[config.mk]
export PLATFORM = sky130hd
export DESIGN_NAME = load_diag_protection_ctrl
export DESIGN_NICKNAME = d
export VERILOG_FILES = /design/src/diag_prot_pkg.sv /design/src/load_diag_protection_ctrl.sv /design/src/tick_gen.sv
export SDC_FILE = /design/constraint.sdc
export NUM_CORES = 1
export LEC_CHECK = 0
export ABC_AREA = 1
export BUFFER_PORTS_ARGS = -buffer_cell sky130_fd_sc_hd__buf_2
export CORE_MARGIN = 3
export CORE_UTILIZATION = 45
export DETAILED_ROUTE_END_ITERATION = 16
export GPL_TIMING_DRIVEN = 0
export PLACE_DENSITY = 0.72
export REMOVE_ABC_BUFFERS = 1
export SLEW_MARGIN = 20
export SYNTH_ARGS = -nofsm -noshare
export SYNTH_HDL_FRONTEND = slang
export SYNTH_SLANG_ARGS = --single-unit
[constraint.sdc]
create_clock -name clk_sys_in -period 2.4 [get_ports clk_sys_in]
set_input_delay 0.24 -clock clk_sys_in [delete_from_list [all_inputs] [get_ports clk_sys_in]]
set_output_delay 0.24 -clock clk_sys_in [all_outputs]
set_load 0.02 [all_outputs]
[src/diag_prot_pkg.sv]
// How it works
// - not all channels hi-z: shorts tests only
// - diagnostic start accepted any time by software
// - default phases 20, 20, 100, 230 ms
// - extension bit makes short phases 80 ms
// - per-channel diagnostic results readable by software
// - tweeter mode: pin low while current over threshold
// - tweeter low pulse lasts one switching period minimum
// - average limit cuts pulse, channels keep playing
// - severe short: only that channel stops, 200-390 us
// - overcurrent sets fault pin and fault register
// - dc offset timed trigger, shutdown optional, default on
// - dc shutdown stops only offending channel, fault asserted
// - clip pin asserted while any channel at full duty
// - pin source: clip, warning, both, tweeter
// - after reset pin shows thermal warning
// - three warning levels, pin on first level
// - diagnostic forces hi-z after pop-free ramp
// - full level: all hi-z, four phases, all channels
// - faults go straight to hi-z, no ramp
// - thermal status bits 5 to 7 show levels
package diag_prot_pkg;

	// ----------------------------------------
	// clock and timing
	// ----------------------------------------
	localparam int CLK_MHZ = 25; // system clock rate
	localparam int MS_CYCLES = CLK_MHZ * 1000; // cycles per ms
	localparam int OC_STOP_MIN_US = 200; // earliest overcurrent shutdown
	localparam int OC_STOP_MAX_US = 390; // latest overcurrent shutdown
	localparam int OC_STOP_CYCLES = OC_STOP_MIN_US * CLK_MHZ; // sustained peak before stop
	localparam int SW_CYCLES = 60; // one switching period in clocks
	localparam int T_SHORT_MS = 20; // short phase, default
	localparam int T_SHORT_EXT_MS = 80; // short phase, extended
	localparam int T_OPEN_MS = 100; // open-load phase
	localparam int T_SHORTED_MS = 230; // shorted-load phase
	localparam int T_RAMP_MS = 2; // pop-free ramp to hi-z

	// ----------------------------------------
	// register indices, byte address is index times four
	// ----------------------------------------
	localparam logic [5:0] IDX_FAULT = 6'h02; // fault record
	localparam logic [5:0] IDX_THERMAL = 6'h04; // thermal status
	localparam logic [5:0] IDX_DIAG_RES = 6'h05; // diagnostic results
	localparam logic [5:0] IDX_CLIP_CFG = 6'h0A; // pin source and dc setup
	localparam logic [5:0] IDX_CH_MODE = 6'h0C; // hi-z or play per channel
	localparam logic [5:0] IDX_DIAG_CTRL = 6'h10; // diagnostic control

	// ----------------------------------------
	// field positions and reset values
	// ----------------------------------------
	localparam int CFG_SEL_LSB = 0; // clip pin source, 2 bits
	localparam int CFG_DC_SD_DIS_BIT = 2; // 1 disables dc shutdown
	localparam int CFG_DC_TIME_LSB = 4; // dc trigger time in ms, 4 bits
	localparam logic [7:0] CLIP_CFG_RST = 8'h51; // warning source, 5 ms dc
	localparam int MODE_RESTART_LSB = 4; // write one: clear faults, restart
	localparam logic [3:0] MODE_HIZ_RST = 4'hF; // all channels hi-z
	localparam int DIAG_START_BIT = 0; // write one: start diagnostic
	localparam int DIAG_TWEET_BIT = 1; // tweeter detect mode
	localparam int DIAG_BUSY_BIT = 2; // read: sequencer running
	localparam int DIAG_FULL_BIT = 3; // read: current or last run at full level
	localparam int DIAG_EXT_BIT = 4; // extended short phases
	localparam int THERM_LSB = 5; // warning levels, bits 5 to 7

	// ----------------------------------------
	// enumerations
	// ----------------------------------------
	typedef enum logic [1:0] {
		SRC_CLIP = 2'h0,
		SRC_WARN = 2'h1,
		SRC_BOTH = 2'h2,
		SRC_TWEETER = 2'h3
	} clip_src_t;

	typedef enum logic [5:0] {
		ST_IDLE = 6'h01,
		ST_RAMP = 6'h02,
		ST_GND = 6'h04,
		ST_SUP = 6'h08,
		ST_OPEN = 6'h10,
		ST_LOADSH = 6'h20
	} diag_state_t;

endpackage

[src/load_diag_protection_ctrl.sv]
`timescale 1ns/1ns
// load diagnostic and protection supervisor, four channels
module load_diag_protection_ctrl #(
	parameter int MS_CYCLES = diag_prot_pkg::MS_CYCLES,
	parameter int OC_STOP_CYCLES = diag_prot_pkg::OC_STOP_CYCLES,
	parameter int SW_CYCLES = diag_prot_pkg::SW_CYCLES
) (
	input wire logic clk_sys_in,
	input wire logic rst_in,
	input wire logic [7:0] avs_address,
	input wire logic avs_read,
	input wire logic avs_write,
	input wire logic [31:0] avs_writedata,
	input wire logic [3:0] avs_byteenable,
	output logic [31:0] avs_readdata,
	output logic avs_waitrequest,
	input wire logic [3:0] ocp_peak_in,
	input wire logic [3:0] avg_limit_in,
	input wire logic [3:0] dc_offset_in,
	input wire logic [3:0] full_duty_in,
	input wire logic [3:0] tweeter_over_in,
	input wire logic [2:0] temp_level_in,
	input wire logic [3:0] diag_gnd_in,
	input wire logic [3:0] diag_sup_in,
	input wire logic [3:0] diag_open_in,
	input wire logic [3:0] diag_shorted_in,
	input wire logic fault_pin_in,
	input wire logic clip_warn_pin_in,
	output logic fault_pin_out,
	output logic fault_pin_oe_n_out,
	output logic clip_warn_pin_out,
	output logic clip_warn_pin_oe_n_out,
	output logic [3:0] hiz_out,
	output logic [3:0] pulse_cut_out
);

	localparam int OCW = $clog2(OC_STOP_CYCLES + 1);
	localparam int SWW = $clog2(SW_CYCLES + 1);

	// ----------------------------------------
	// declarations
	// ----------------------------------------
	logic ms_tick; // one-ms enable
	logic acc_ff; // access phase, waitrequest low
	logic bus_wr; // write takes effect now
	logic [5:0] idx; // word index of access
	logic idx_ok; // address word aligned
	logic [7:0] clip_cfg_ff; // pin source and dc setup
	logic [3:0] hiz_req_ff; // software hi-z request
	logic diag_ext_ff; // extended short phases
	logic tweet_ff; // tweeter detect mode
	logic [3:0] oc_flt_ff; // overcurrent record
	logic [3:0] dc_flt_ff; // dc offset record
	logic [3:0] oc_hit; // overcurrent trigger now
	logic [3:0] dc_hit; // dc trigger now
	logic [3:0] restart; // host clear per channel
	logic [OCW-1:0] oc_cnt_ff [4]; // sustained peak clocks
	logic [3:0] dc_ms_ff [4]; // dc offset ms count
	diag_prot_pkg::diag_state_t st_ff; // sequencer state
	diag_prot_pkg::diag_state_t nxt_st; // next state
	logic full_ff; // full level in this run
	logic [7:0] ph_ms_ff; // ms in current phase
	logic [7:0] ph_len; // length of current phase
	logic ph_done; // phase ends this cycle
	logic start; // diagnostic start write
	logic [15:0] res_ff; // results, four bits per channel
	logic [SWW-1:0] tw_hold_ff; // tweeter low pulse stretch
	logic tw_prev_ff; // tweeter raw last cycle
	logic tw_raw; // tweeter current over threshold
	logic pin_clip; // clip source
	logic pin_warn; // warning source
	logic pin_tw; // tweeter source
	logic nxt_pin; // clip pin asserted next
	logic [3:0] dc_sd; // channels stopped by dc
	logic [31:0] nxt_rd; // read mux

	// ----------------------------------------
	// millisecond enable
	// ----------------------------------------
	tick_gen #(
		.CYCLES(MS_CYCLES)
	) u_ms (
		.clk_sys_in(clk_sys_in),
		.rst_in(rst_in),
		.tick_out(ms_tick)
	);

	// ----------------------------------------
	// bus slave
	// ----------------------------------------
	assign idx = avs_address[7:2];
	assign idx_ok = (avs_address[1:0] == 2'h0);
	assign bus_wr = avs_write & acc_ff & avs_byteenable[0] & idx_ok;

	// one wait state, then the access edge
	always_ff @(posedge clk_sys_in) begin
		if (rst_in) begin
			acc_ff <= 1'b0;
			avs_waitrequest <= 1'b1;
		end else if ((avs_read | avs_write) & ~acc_ff) begin
			acc_ff <= 1'b1;
			avs_waitrequest <= 1'b0;
		end else begin
			acc_ff <= 1'b0;
			avs_waitrequest <= 1'b1;
		end
	end

	// read data captured with the wait state
	always_comb begin
		nxt_rd = 32'h0;
		if (idx_ok) begin
			unique case (idx)
				diag_prot_pkg::IDX_FAULT: nxt_rd[7:0] = {dc_flt_ff, oc_flt_ff};
				diag_prot_pkg::IDX_THERMAL: begin
					nxt_rd[diag_prot_pkg::THERM_LSB +: 3] = temp_level_in;
					nxt_rd[1:0] = {clip_warn_pin_in, fault_pin_in};
				end
				diag_prot_pkg::IDX_DIAG_RES: nxt_rd[15:0] = res_ff;
				diag_prot_pkg::IDX_CLIP_CFG: nxt_rd[7:0] = clip_cfg_ff;
				diag_prot_pkg::IDX_CH_MODE: nxt_rd[3:0] = hiz_req_ff;
				diag_prot_pkg::IDX_DIAG_CTRL: begin
					nxt_rd[diag_prot_pkg::DIAG_TWEET_BIT] = tweet_ff;
					nxt_rd[diag_prot_pkg::DIAG_BUSY_BIT] = (st_ff != diag_prot_pkg::ST_IDLE);
					nxt_rd[diag_prot_pkg::DIAG_FULL_BIT] = full_ff;
					nxt_rd[diag_prot_pkg::DIAG_EXT_BIT] = diag_ext_ff;
				end
				default: nxt_rd = 32'h0; // unmapped reads zero
			endcase
		end
	end

	always_ff @(posedge clk_sys_in) begin
		if (rst_in) begin
			avs_readdata <= 32'h0;
		end else if (avs_read & ~acc_ff) begin
			avs_readdata <= nxt_rd;
		end
	end

	// ----------------------------------------
	// control registers
	// ----------------------------------------
	always_ff @(posedge clk_sys_in) begin
		if (rst_in) begin
			clip_cfg_ff <= diag_prot_pkg::CLIP_CFG_RST;
			hiz_req_ff <= diag_prot_pkg::MODE_HIZ_RST;
			diag_ext_ff <= 1'b0;
			tweet_ff <= 1'b0;
		end else if (bus_wr) begin
			if (idx == diag_prot_pkg::IDX_CLIP_CFG) begin
				clip_cfg_ff <= avs_writedata[7:0];
			end
			if (idx == diag_prot_pkg::IDX_CH_MODE) begin
				hiz_req_ff <= avs_writedata[3:0];
			end
			if (idx == diag_prot_pkg::IDX_DIAG_CTRL) begin
				diag_ext_ff <= avs_writedata[diag_prot_pkg::DIAG_EXT_BIT];
				tweet_ff <= avs_writedata[diag_prot_pkg::DIAG_TWEET_BIT];
			end
		end
	end

	// start and restart strobes, any state
	assign start = bus_wr & (idx == diag_prot_pkg::IDX_DIAG_CTRL)
		& avs_writedata[diag_prot_pkg::DIAG_START_BIT];
	assign restart = (bus_wr & (idx == diag_prot_pkg::IDX_CH_MODE))
		? avs_writedata[diag_prot_pkg::MODE_RESTART_LSB +: 4] : 4'h0;

	// ----------------------------------------
	// overcurrent shutdown
	// ----------------------------------------
	// peak must persist the minimum time
	always_ff @(posedge clk_sys_in) begin
		if (rst_in) begin
			for (int i = 0; i < 4; i++) begin
				oc_cnt_ff[i] <= '0;
			end
		end else begin
			for (int i = 0; i < 4; i++) begin
				if (ocp_peak_in[i] & ~hiz_out[i] & ~oc_hit[i]) begin
					oc_cnt_ff[i] <= oc_cnt_ff[i] + 1'b1;
				end else begin
					oc_cnt_ff[i] <= '0; // released or stopped
				end
			end
		end
	end

	always_comb begin
		for (int i = 0; i < 4; i++) begin
			oc_hit[i] = (oc_cnt_ff[i] == OCW'(OC_STOP_CYCLES - 1));
		end
	end

	// record holds until host restart; set wins
	always_ff @(posedge clk_sys_in) begin
		if (rst_in) begin
			oc_flt_ff <= 4'h0;
		end else begin
			oc_flt_ff <= (oc_flt_ff & ~restart) | oc_hit;
		end
	end

	// ----------------------------------------
	// dc offset detection
	// ----------------------------------------
	always_ff @(posedge clk_sys_in) begin
		if (rst_in) begin
			for (int i = 0; i < 4; i++) begin
				dc_ms_ff[i] <= 4'h0;
			end
		end else begin
			for (int i = 0; i < 4; i++) begin
				if (~dc_offset_in[i] | dc_hit[i]) begin
					dc_ms_ff[i] <= 4'h0; // offset gone or triggered
				end else if (ms_tick) begin
					dc_ms_ff[i] <= dc_ms_ff[i] + 1'b1;
				end
			end
		end
	end

	always_comb begin
		for (int i = 0; i < 4; i++) begin
			// level held for programmed time
			dc_hit[i] = dc_offset_in[i]
				& (dc_ms_ff[i] == clip_cfg_ff[diag_prot_pkg::CFG_DC_TIME_LSB +: 4]);
		end
	end

	always_ff @(posedge clk_sys_in) begin
		if (rst_in) begin
			dc_flt_ff <= 4'h0;
		end else begin
			dc_flt_ff <= (dc_flt_ff & ~restart) | dc_hit;
		end
	end

	// shutdown only when not disabled
	assign dc_sd = clip_cfg_ff[diag_prot_pkg::CFG_DC_SD_DIS_BIT] ? 4'h0 : dc_flt_ff;

	// ----------------------------------------
	// diagnostic sequencer
	// ----------------------------------------
	always_comb begin
		unique case (st_ff)
			diag_prot_pkg::ST_RAMP: ph_len = 8'(diag_prot_pkg::T_RAMP_MS);
			diag_prot_pkg::ST_GND,
			diag_prot_pkg::ST_SUP: ph_len = diag_ext_ff ? 8'(diag_prot_pkg::T_SHORT_EXT_MS)
				: 8'(diag_prot_pkg::T_SHORT_MS);
			diag_prot_pkg::ST_OPEN: ph_len = 8'(diag_prot_pkg::T_OPEN_MS);
			diag_prot_pkg::ST_LOADSH: ph_len = 8'(diag_prot_pkg::T_SHORTED_MS);
			default: ph_len = 8'h00;
		endcase
	end

	assign ph_done = ms_tick & (ph_ms_ff == ph_len - 8'h01);

	// phase order, reduced level ends after supply
	always_comb begin
		nxt_st = st_ff;
		unique case (st_ff)
			diag_prot_pkg::ST_IDLE: nxt_st = st_ff;
			diag_prot_pkg::ST_RAMP: if (ph_done) nxt_st = diag_prot_pkg::ST_GND;
			diag_prot_pkg::ST_GND: if (ph_done) nxt_st = diag_prot_pkg::ST_SUP;
			diag_prot_pkg::ST_SUP: begin
				if (ph_done) begin
					nxt_st = full_ff ? diag_prot_pkg::ST_OPEN : diag_prot_pkg::ST_IDLE;
				end
			end
			diag_prot_pkg::ST_OPEN: if (ph_done) nxt_st = diag_prot_pkg::ST_LOADSH;
			diag_prot_pkg::ST_LOADSH: if (ph_done) nxt_st = diag_prot_pkg::ST_IDLE;
			default: nxt_st = diag_prot_pkg::ST_IDLE; // illegal code
		endcase
		if (start) begin
			nxt_st = diag_prot_pkg::ST_RAMP; // restart from ramp
		end
	end

	always_ff @(posedge clk_sys_in) begin
		if (rst_in) begin
			st_ff <= diag_prot_pkg::ST_IDLE;
			ph_ms_ff <= 8'h00;
			full_ff <= 1'b0;
		end else begin
			st_ff <= nxt_st;
			if (start | ph_done) begin
				ph_ms_ff <= 8'h00; // new phase
			end else if (ms_tick) begin
				ph_ms_ff <= ph_ms_ff + 8'h01;
			end
			if (start) begin
				full_ff <= &hiz_req_ff;
			end
		end
	end

	// results sampled at each test phase end, not after the ramp
	always_ff @(posedge clk_sys_in) begin
		if (rst_in) begin
			res_ff <= 16'h0000;
		end else if (start) begin
			res_ff <= 16'h0000;
		end else if (ph_done) begin
			for (int i = 0; i < 4; i++) begin
				unique case (st_ff)
					diag_prot_pkg::ST_GND: res_ff[i*4] <= diag_gnd_in[i];
					diag_prot_pkg::ST_SUP: res_ff[i*4+1] <= diag_sup_in[i];
					diag_prot_pkg::ST_OPEN: res_ff[i*4+2] <= diag_open_in[i];
					diag_prot_pkg::ST_LOADSH: res_ff[i*4+3] <= diag_shorted_in[i];
					default: res_ff[i*4] <= res_ff[i*4]; // ramp holds
				endcase
			end
		end
	end

	// ----------------------------------------
	// power stage control
	// ----------------------------------------
	always_ff @(posedge clk_sys_in) begin
		if (rst_in) begin
			hiz_out <= diag_prot_pkg::MODE_HIZ_RST;
			pulse_cut_out <= 4'h0;
		end else begin
			// faults stop at once, test waits for ramp
			hiz_out <= hiz_req_ff | oc_flt_ff | oc_hit | dc_sd
				| ((nxt_st != diag_prot_pkg::ST_IDLE && nxt_st != diag_prot_pkg::ST_RAMP)
				? 4'hF : 4'h0);
			pulse_cut_out <= avg_limit_in & ~hiz_out;
		end
	end

	// ----------------------------------------
	// fault pin, open drain active low
	// ----------------------------------------
	always_ff @(posedge clk_sys_in) begin
		if (rst_in) begin
			fault_pin_out <= 1'b0;
			fault_pin_oe_n_out <= 1'b1;
		end else begin
			fault_pin_out <= 1'b0;
			fault_pin_oe_n_out <= ~(|(oc_flt_ff | dc_sd));
		end
	end

	// ----------------------------------------
	// clip and warning pin
	// ----------------------------------------
	assign tw_raw = |(tweeter_over_in & ~hiz_out);
	assign pin_clip = |full_duty_in;
	assign pin_warn = temp_level_in[0];
	assign pin_tw = tweet_ff & (tw_raw | (tw_hold_ff != '0));

	// stretch each tweeter low pulse
	always_ff @(posedge clk_sys_in) begin
		if (rst_in) begin
			tw_hold_ff <= '0;
			tw_prev_ff <= 1'b0;
		end else begin
			tw_prev_ff <= tw_raw;
			if (tw_raw & ~tw_prev_ff) begin
				tw_hold_ff <= SWW'(SW_CYCLES - 1);
			end else if (tw_hold_ff != '0) begin
				tw_hold_ff <= tw_hold_ff - 1'b1;
			end
		end
	end

	always_comb begin
		unique case (diag_prot_pkg::clip_src_t'(clip_cfg_ff[diag_prot_pkg::CFG_SEL_LSB +: 2]))
			diag_prot_pkg::SRC_CLIP: nxt_pin = pin_clip;
			diag_prot_pkg::SRC_WARN: nxt_pin = pin_warn;
			diag_prot_pkg::SRC_BOTH: nxt_pin = pin_clip | pin_warn;
			diag_prot_pkg::SRC_TWEETER: nxt_pin = pin_tw;
		endcase
	end

	always_ff @(posedge clk_sys_in) begin
		if (rst_in) begin
			clip_warn_pin_out <= 1'b0;
			clip_warn_pin_oe_n_out <= 1'b1;
		end else begin
			clip_warn_pin_out <= 1'b0;
			clip_warn_pin_oe_n_out <= ~nxt_pin;
		end
	end

endmodule // load_diag_protection_ctrl

[src/tick_gen.sv]
`timescale 1ns/1ns
// one-cycle enable every CYCLES clocks
module tick_gen #(
	parameter int CYCLES = 25000
) (
	input wire logic clk_sys_in,
	input wire logic rst_in,
	output logic tick_out
);

	localparam int CW = $clog2(CYCLES + 1);

	logic [CW-1:0] cnt_ff; // cycles since last tick

	// ----------------------------------------
	// divider
	// ----------------------------------------
	always_ff @(posedge clk_sys_in) begin
		if (rst_in) begin
			cnt_ff <= '0;
			tick_out <= 1'b0;
		end else if (cnt_ff == CW'(CYCLES - 1)) begin
			// wrap and pulse
			cnt_ff <= '0;
			tick_out <= 1'b1;
		end else begin
			cnt_ff <= cnt_ff + 1'b1;
			tick_out <= 1'b0;
		end
	end

endmodule // tick_gen

======== After elaboration in Yosys (flattened, before gate mapping) ========
Memories as Yosys holds them, arrays and structs flattened.
Index checks and enable logic that the tools add are counted.
storage, ports and cells
  memory bits (writable) .................. 68
  logic and storage cells ................. 257
  output and inout port bits .............. 45
  memories ................................ 2
  register bits after elaboration ......... 120
  input bits .............................. 89
memory list
  name       depth  width  rd ports  clocked after memory_dff  write ports  RTL line                         source
  oc_cnt_ff  4      13     4         0                         4            load_diag_protection_ctrl.sv:57  logic [OCW-1:0] oc_cnt_ff [4];
  dc_ms_ff   4      4      4         0                         4            load_diag_protection_ctrl.sv:58  logic [3:0] dc_ms_ff [4];
operators by class
  $add $sub $neg .......................... 12
  reductions and logical operators ........ 21
  equality and inequality tests ........... 28
  muxes and demuxes ....................... 93
  bitwise logic cells ..................... 76
operator list
  cell                     number
  $mux W13                 8
  $mux W1                  54
  $add A13 B1 Y13 const B  4
  $eq A13 B13 Y1 const B   4
  $mux W6                  8
  $mux W4                  11
  $pmux W6 S6              1
  $pmux W8 S4              1
  $or A4 B4 Y4             7
  $or A1 B1 Y1             24
  $and A1 B1 Y1            23
  $eq A6 B3 Y1 const B     3
  $eq A6 B4 Y1 const B     3
  $add A4 B1 Y4 const B    4
  $and A4 B4 Y4            4
  $eq A4 B4 Y1             4
  $mux W16                 1
  $not A1 Y1               16
  $add A15 B1 Y15 const B  1
  $eq A15 B15 Y1 const B   1
  $reduce_and A2 Y1        7
  $eq A6 B2 Y1 const B     2
  $eq A6 B5 Y1 const B     2
  $ne A6 B1 Y1 const B     2
  25 further kinds         35

======== Depth between registers and ports, before layout ========
  word-level depth ........................ 13
  depth in mapped cells ................... 20
  depth with buffers taken out ............ 20

======== Modules after synthesis ========
A second synthesis with hierarchy kept.
second synthesis, totals
  cell total of the unflattened synthesis .. 1063
  area, all modules ....................... 8694.6 um^2
by module, submodules not included
  module                     area an instance (um^2)  cells an instance  seq. area each (um^2)  times used
  load_diag_protection_ctrl  7832.5                   943                3803.6                 1
  tick_gen                   862.1                    120                320.3                  1

======== Worst setup path before layout ========
OpenSTA, ideal clock, no wires.
  kind .................................... flip-flop to flip-flop
  start ................................... reg st_ff[5]
  end ..................................... reg st_ff[2]
  setup time .............................. 0.128 ns
  buffers on the path ..................... 1
  clock period less this slack ............ 2.391 ns
  cell stages (with the launch flop) ...... 19
  slack ................................... 0.009 ns
  required time ........................... 2.272 ns
  arrival ................................. 2.263 ns
  cell sequence ........................... dfxtp_1 inv_2 nor2_2 nand3_2 nand2_1 inv_1 ha_1 ha_1 xor2_1 nand3_1 a21oi_1 nand2_1 nor2_4 nand2_4 inv_4 buf_6 nor3_2 o21ai_1 nor2_1
between the ends
  longest elaborated chain between the ends .. 9
  elaborated cells between the ends (all ways) .. 18
  classes of those cells .................. add/sub (1); eq/ne (7); mux (8); bitwise (1); reduce/logical (1)
ends and longest elaborated chain
  what                                          RTL line                                                            source
  start, declared                               load_diag_protection_ctrl.sv:59                                     diag_prot_pkg::diag_state_t st_ff;
  start signal, assigned                        load_diag_protection_ctrl.sv:283                                    st_ff <= diag_prot_pkg::ST_IDLE;
  start signal, assigned                        load_diag_protection_ctrl.sv:287                                    st_ff <= nxt_st;
  $eq A6 B4 Y1 or $eq A6 B3 Y1 (tied branches)  load_diag_protection_ctrl.sv:247, load_diag_protection_ctrl.sv:263
  $reduce_or A2 Y1                              load_diag_protection_ctrl.sv:247                                    unique case (st_ff)
  $pmux W8 S4                                   load_diag_protection_ctrl.sv:247
  $sub A8 B1 Y8                                 load_diag_protection_ctrl.sv:258                                    assign ph_done = ms_tick & (ph_ms_ff == ph_len - 8'h01);
  $eq A8 B8 Y1                                  load_diag_protection_ctrl.sv:258
  $and A1 B1 Y1                                 load_diag_protection_ctrl.sv:258
  $mux W6 (on tied branches)                    -
  $pmux W6 S6 *                                 load_diag_protection_ctrl.sv:263                                    unique case (st_ff)
  $mux W6 *                                     load_diag_protection_ctrl.sv:276                                    if (start) begin
Every way passes the cells marked *; elsewhere a longest branch is shown, timed or not.
A chain may end at the register's enable or synchronous reset.

======== Worst setup path after layout ========
  start ................................... reg st_ff[0]
  end ..................................... reg st_ff[2]
The elaborated chain is that of the path after synthesis.

==> out/qor.yml <==
status: "finished with violations"
violations: "setup timing"
synth_edf_count: 68
cts_tree: "done"
fin_crit_sh: 1.12
yosys-top-cells-area: "dfxtp_1 24%, edfxtp_1 24%, nand2_1 7.5%"
critPathLaunchType: "flop"
slowest_stage: "dfxtp_2"
worstSetupPathType: "flop to flop"
rows: 49
end_kind: "flop"
drt_pass1_iterations: 5
tightest_slew_ps: 809
grt.total_usage: 0.190
grt_overflow: 0
cpPeakStageDelay_ps: 360
maxSlewHeadroom: 0.460
fin_ws_ps: -277
async_flop_share: 0
p_per_area_mw_per_mm2: 614
synth_top_cell_by_area: "dfxtp_1"
min_path_type: "input pin to flop"
place_congestion: 0.872
synth-seq-cells: 172
synth-main-ff-cell: "dfxtp_1"
hpwl_um: 13300
synthAdderAreaFrac: 0.0191
die_w_um: 144
grt_pass1_wl_um: 31800
diodes: 0
netlist.area_leader.share: 0.244
grt_max_degree: 50
syn_inst: 1042
clockRootBuffer: "clkbuf_16"
fin_crit_ps: 2680
fin_cells: 1451
cts_sinks: 172
synth_top_family_by_area: "simple AND/OR/NAND/NOR gates"
synth_area_mm2: 0.00852
finalMaxSlewViolations: 0
coreArea_mm2: 0.0183
ios: 134
whs_ps: 22.7
yosysUniqueCellTypes: 50
clkLatencyLatePin_ps: 430
crit_fanout: 8
viasPerCell: 5.08
synth_xor_area_frac: 0.0463
finalSetupViolCount: 34
dp.cells: 1391
final.setup.tns_ps: -6600
cp_cell_sequence: "nor2_4 -> buf_6 -> nand3_4 -> nand2_2 -> inv_2 -> ha_4 -> ha_4 -> xor2_1 -> nand3_1 -> a21oi_1 -> nand2_1 -> nor2_4 -> nand2_8 -> buf_6 -> a21oi_4 -> o21ai_2 -> nor2_1"
drt-wirelength-per-cell_um: 13.7
leakagePower_uw: 0.00433
layout.nets: 1311
n_fill_cell: 1655
die_y_um: 144
synth_compound_area_frac: 0.110
avgSynthCellArea_um2: 8.17
rsz0062_at_grt: "true"
max_freq_ghz: 0.373
clk_pin_slew_ps: 70
drc_errors: 0
regToRegSetupSlack_ps: -280
synth_mux_area_frac: 0
drt_iter0_markers: 486
via_count: 7374
finClkSkew_ps: 7.81
grt_pass1_vias: 6936
htree_levels: 4
required_ps: 2740
cts_hold_buf: 0
ys_seq_area_frac: 0.484
antenna_found_initial: 0
routed_wl_um: 19800
finalHoldViolations: 0
synth_warnings: 0
initial_core_util: 0.466
clockBufferDepth: 2
portBuffers: 88
area_growth_syn_to_layout_pct: 21.9
drv_cap: 0
dieArea_mm2: 0.0206
drtAntennaViolNets: 0
numCtsBuffers: 17
synth_simple_gate_area_share: 0.253
ir_drop_uv: 490
critical_path_arrival_ps: 3020
drive_gt1_frac: 0.177
==> critical path: cells and delay by family, from the launching register on <==
family | cells | cell delay, ps
buf+inv | 3 | 340
compound gates | 3 | 350
flops | 1 | 360
fa+ha+maj | 2 | 420
simple gates | 8 | 980
xor+xnor | 1 | 140
==> timing repair <==
item,CTS,global route
setup endpoints to repair,34,55
cloned,1,0
buffers inserted,22,6
gates resized for setup,33,45
pin swaps,21,21
==> Yosys cell counts, types with 3 or more instances <==
master	count
buf_4	18
a22oi_1	14
nand2b_1	3
inv_1	134
nand2_1	170
nand3_1	48
nor4_1	10
nor2_1	149
nand3_2	3
inv_2	3
nor3b_1	18
xnor2_1	19
a21oi_1	67
nor3_1	28
o2111ai_1	4
nor2_2	7
dfxtp_1	104
a221oi_1	3
o21ai_0	29
o21a_1	8
nand2_2	3
edfxtp_1	68
xor2_1	26
ha_1	13
and2_1	3
nand4_1	25
o21bai_1	5
o21ai_1	5
o211ai_1	10
clkbuf_1	15
==> registers in the layout (all words and copies together) (netlist names), 4 cells and up <==
name,flops
avs_readdata,16
clip_cfg_ff,8
hiz_req_ff,4
oc_flt_ff,4
tw_hold_ff,6
u_ms.cnt_ff,15
pulse_cut_out,4
res_ff,16
ph_ms_ff,8
dc_ms_ff,16
oc_cnt_ff,52
hiz_out,4
dc_flt_ff,4
st_ff,6
==> layer usage <==
layer	GRT usage	part of all wire
met1	0.240	0.43
met2	0.326	0.50
met3	0.0406	0.046
met4	0.0605	0.023
met5	0	0
==> cells by family (layout without fill, tap and decap cells) <==
kind of cell             Yosys count  after routing
buffers and inverters            176            288
adder cells (fa/ha/maj)           13             13
XOR/XNOR                          45             45
AO/OA/AOI/OAI                    156            156
other                              2             70
flip-flops                       172            172
AND/OR/NAND/NOR                  478            478
==> through the flow <==
stage / instance area, um^2 / power [uW] / utilization / setup WS, ps
after floorplan: 8560 / 3590 / - / -50.8
after global placement: 9290 / 3740 / 0.508 / -486
after detailed placement: 9290 / 3760 / 0.508 / -497
after CTS: 10200 / 6430 / 0.556 / -183
after global routing: 10400 / 6660 / 0.568 / -454
final: 10400 / 6380 / 0.568 / -277
==> final timing paths <==
kind	cells past startpoint	to	start
setup / recovery	17	st_ff[2]	st_ff[0]
setup reg to reg	17	st_ff[2]	st_ff[0]
hold reg to reg	1	u_ms.cnt_ff[0]	u_ms.cnt_ff[0]
hold / removal	3	res_ff[13]	diag_sup_in[3]
==> layout by cell type (no fill, tap or decap), types with 26 or more instances in the layout <==
cell type,Yosys,final
conb_1,2,70
dfxtp_1,104,99
nand2_1,170,162
xor2_1,26,26
a21oi_1,67,62
nor2_1,149,147
inv_1,134,130
nor3_1,28,27
nand3_1,48,42
edfxtp_1,68,68
buf_2,0,87
==> power by group <==
part	switching [uW]	total, uW	internal [uW]	leakage, uW
sequential	72.3	3200	3120	0.00156
combinational	339	513	175	0.00250
clock	1180	2670	1490	0.000269
total	1590	6380	4790	0.00433
==> area by class of cell <==
type / count / area [um^2] / area share
Multi-Input combinational cell: 762 / 4140 / 0.399
Timing Repair inverter: 1 / 6.26 / 0.000602
Clock inverter: 12 / 114 / 0.0110
Clock buffer: 20 / 457 / 0.0440
Sequential cell: 172 / 4130 / 0.398
Timing Repair Buffer: 115 / 704 / 0.0678
Inverter: 140 / 541 / 0.0521
Tap cell: 229 / 287 / 0.0276
No activity file was read; power rests on OpenSTA's default activity.
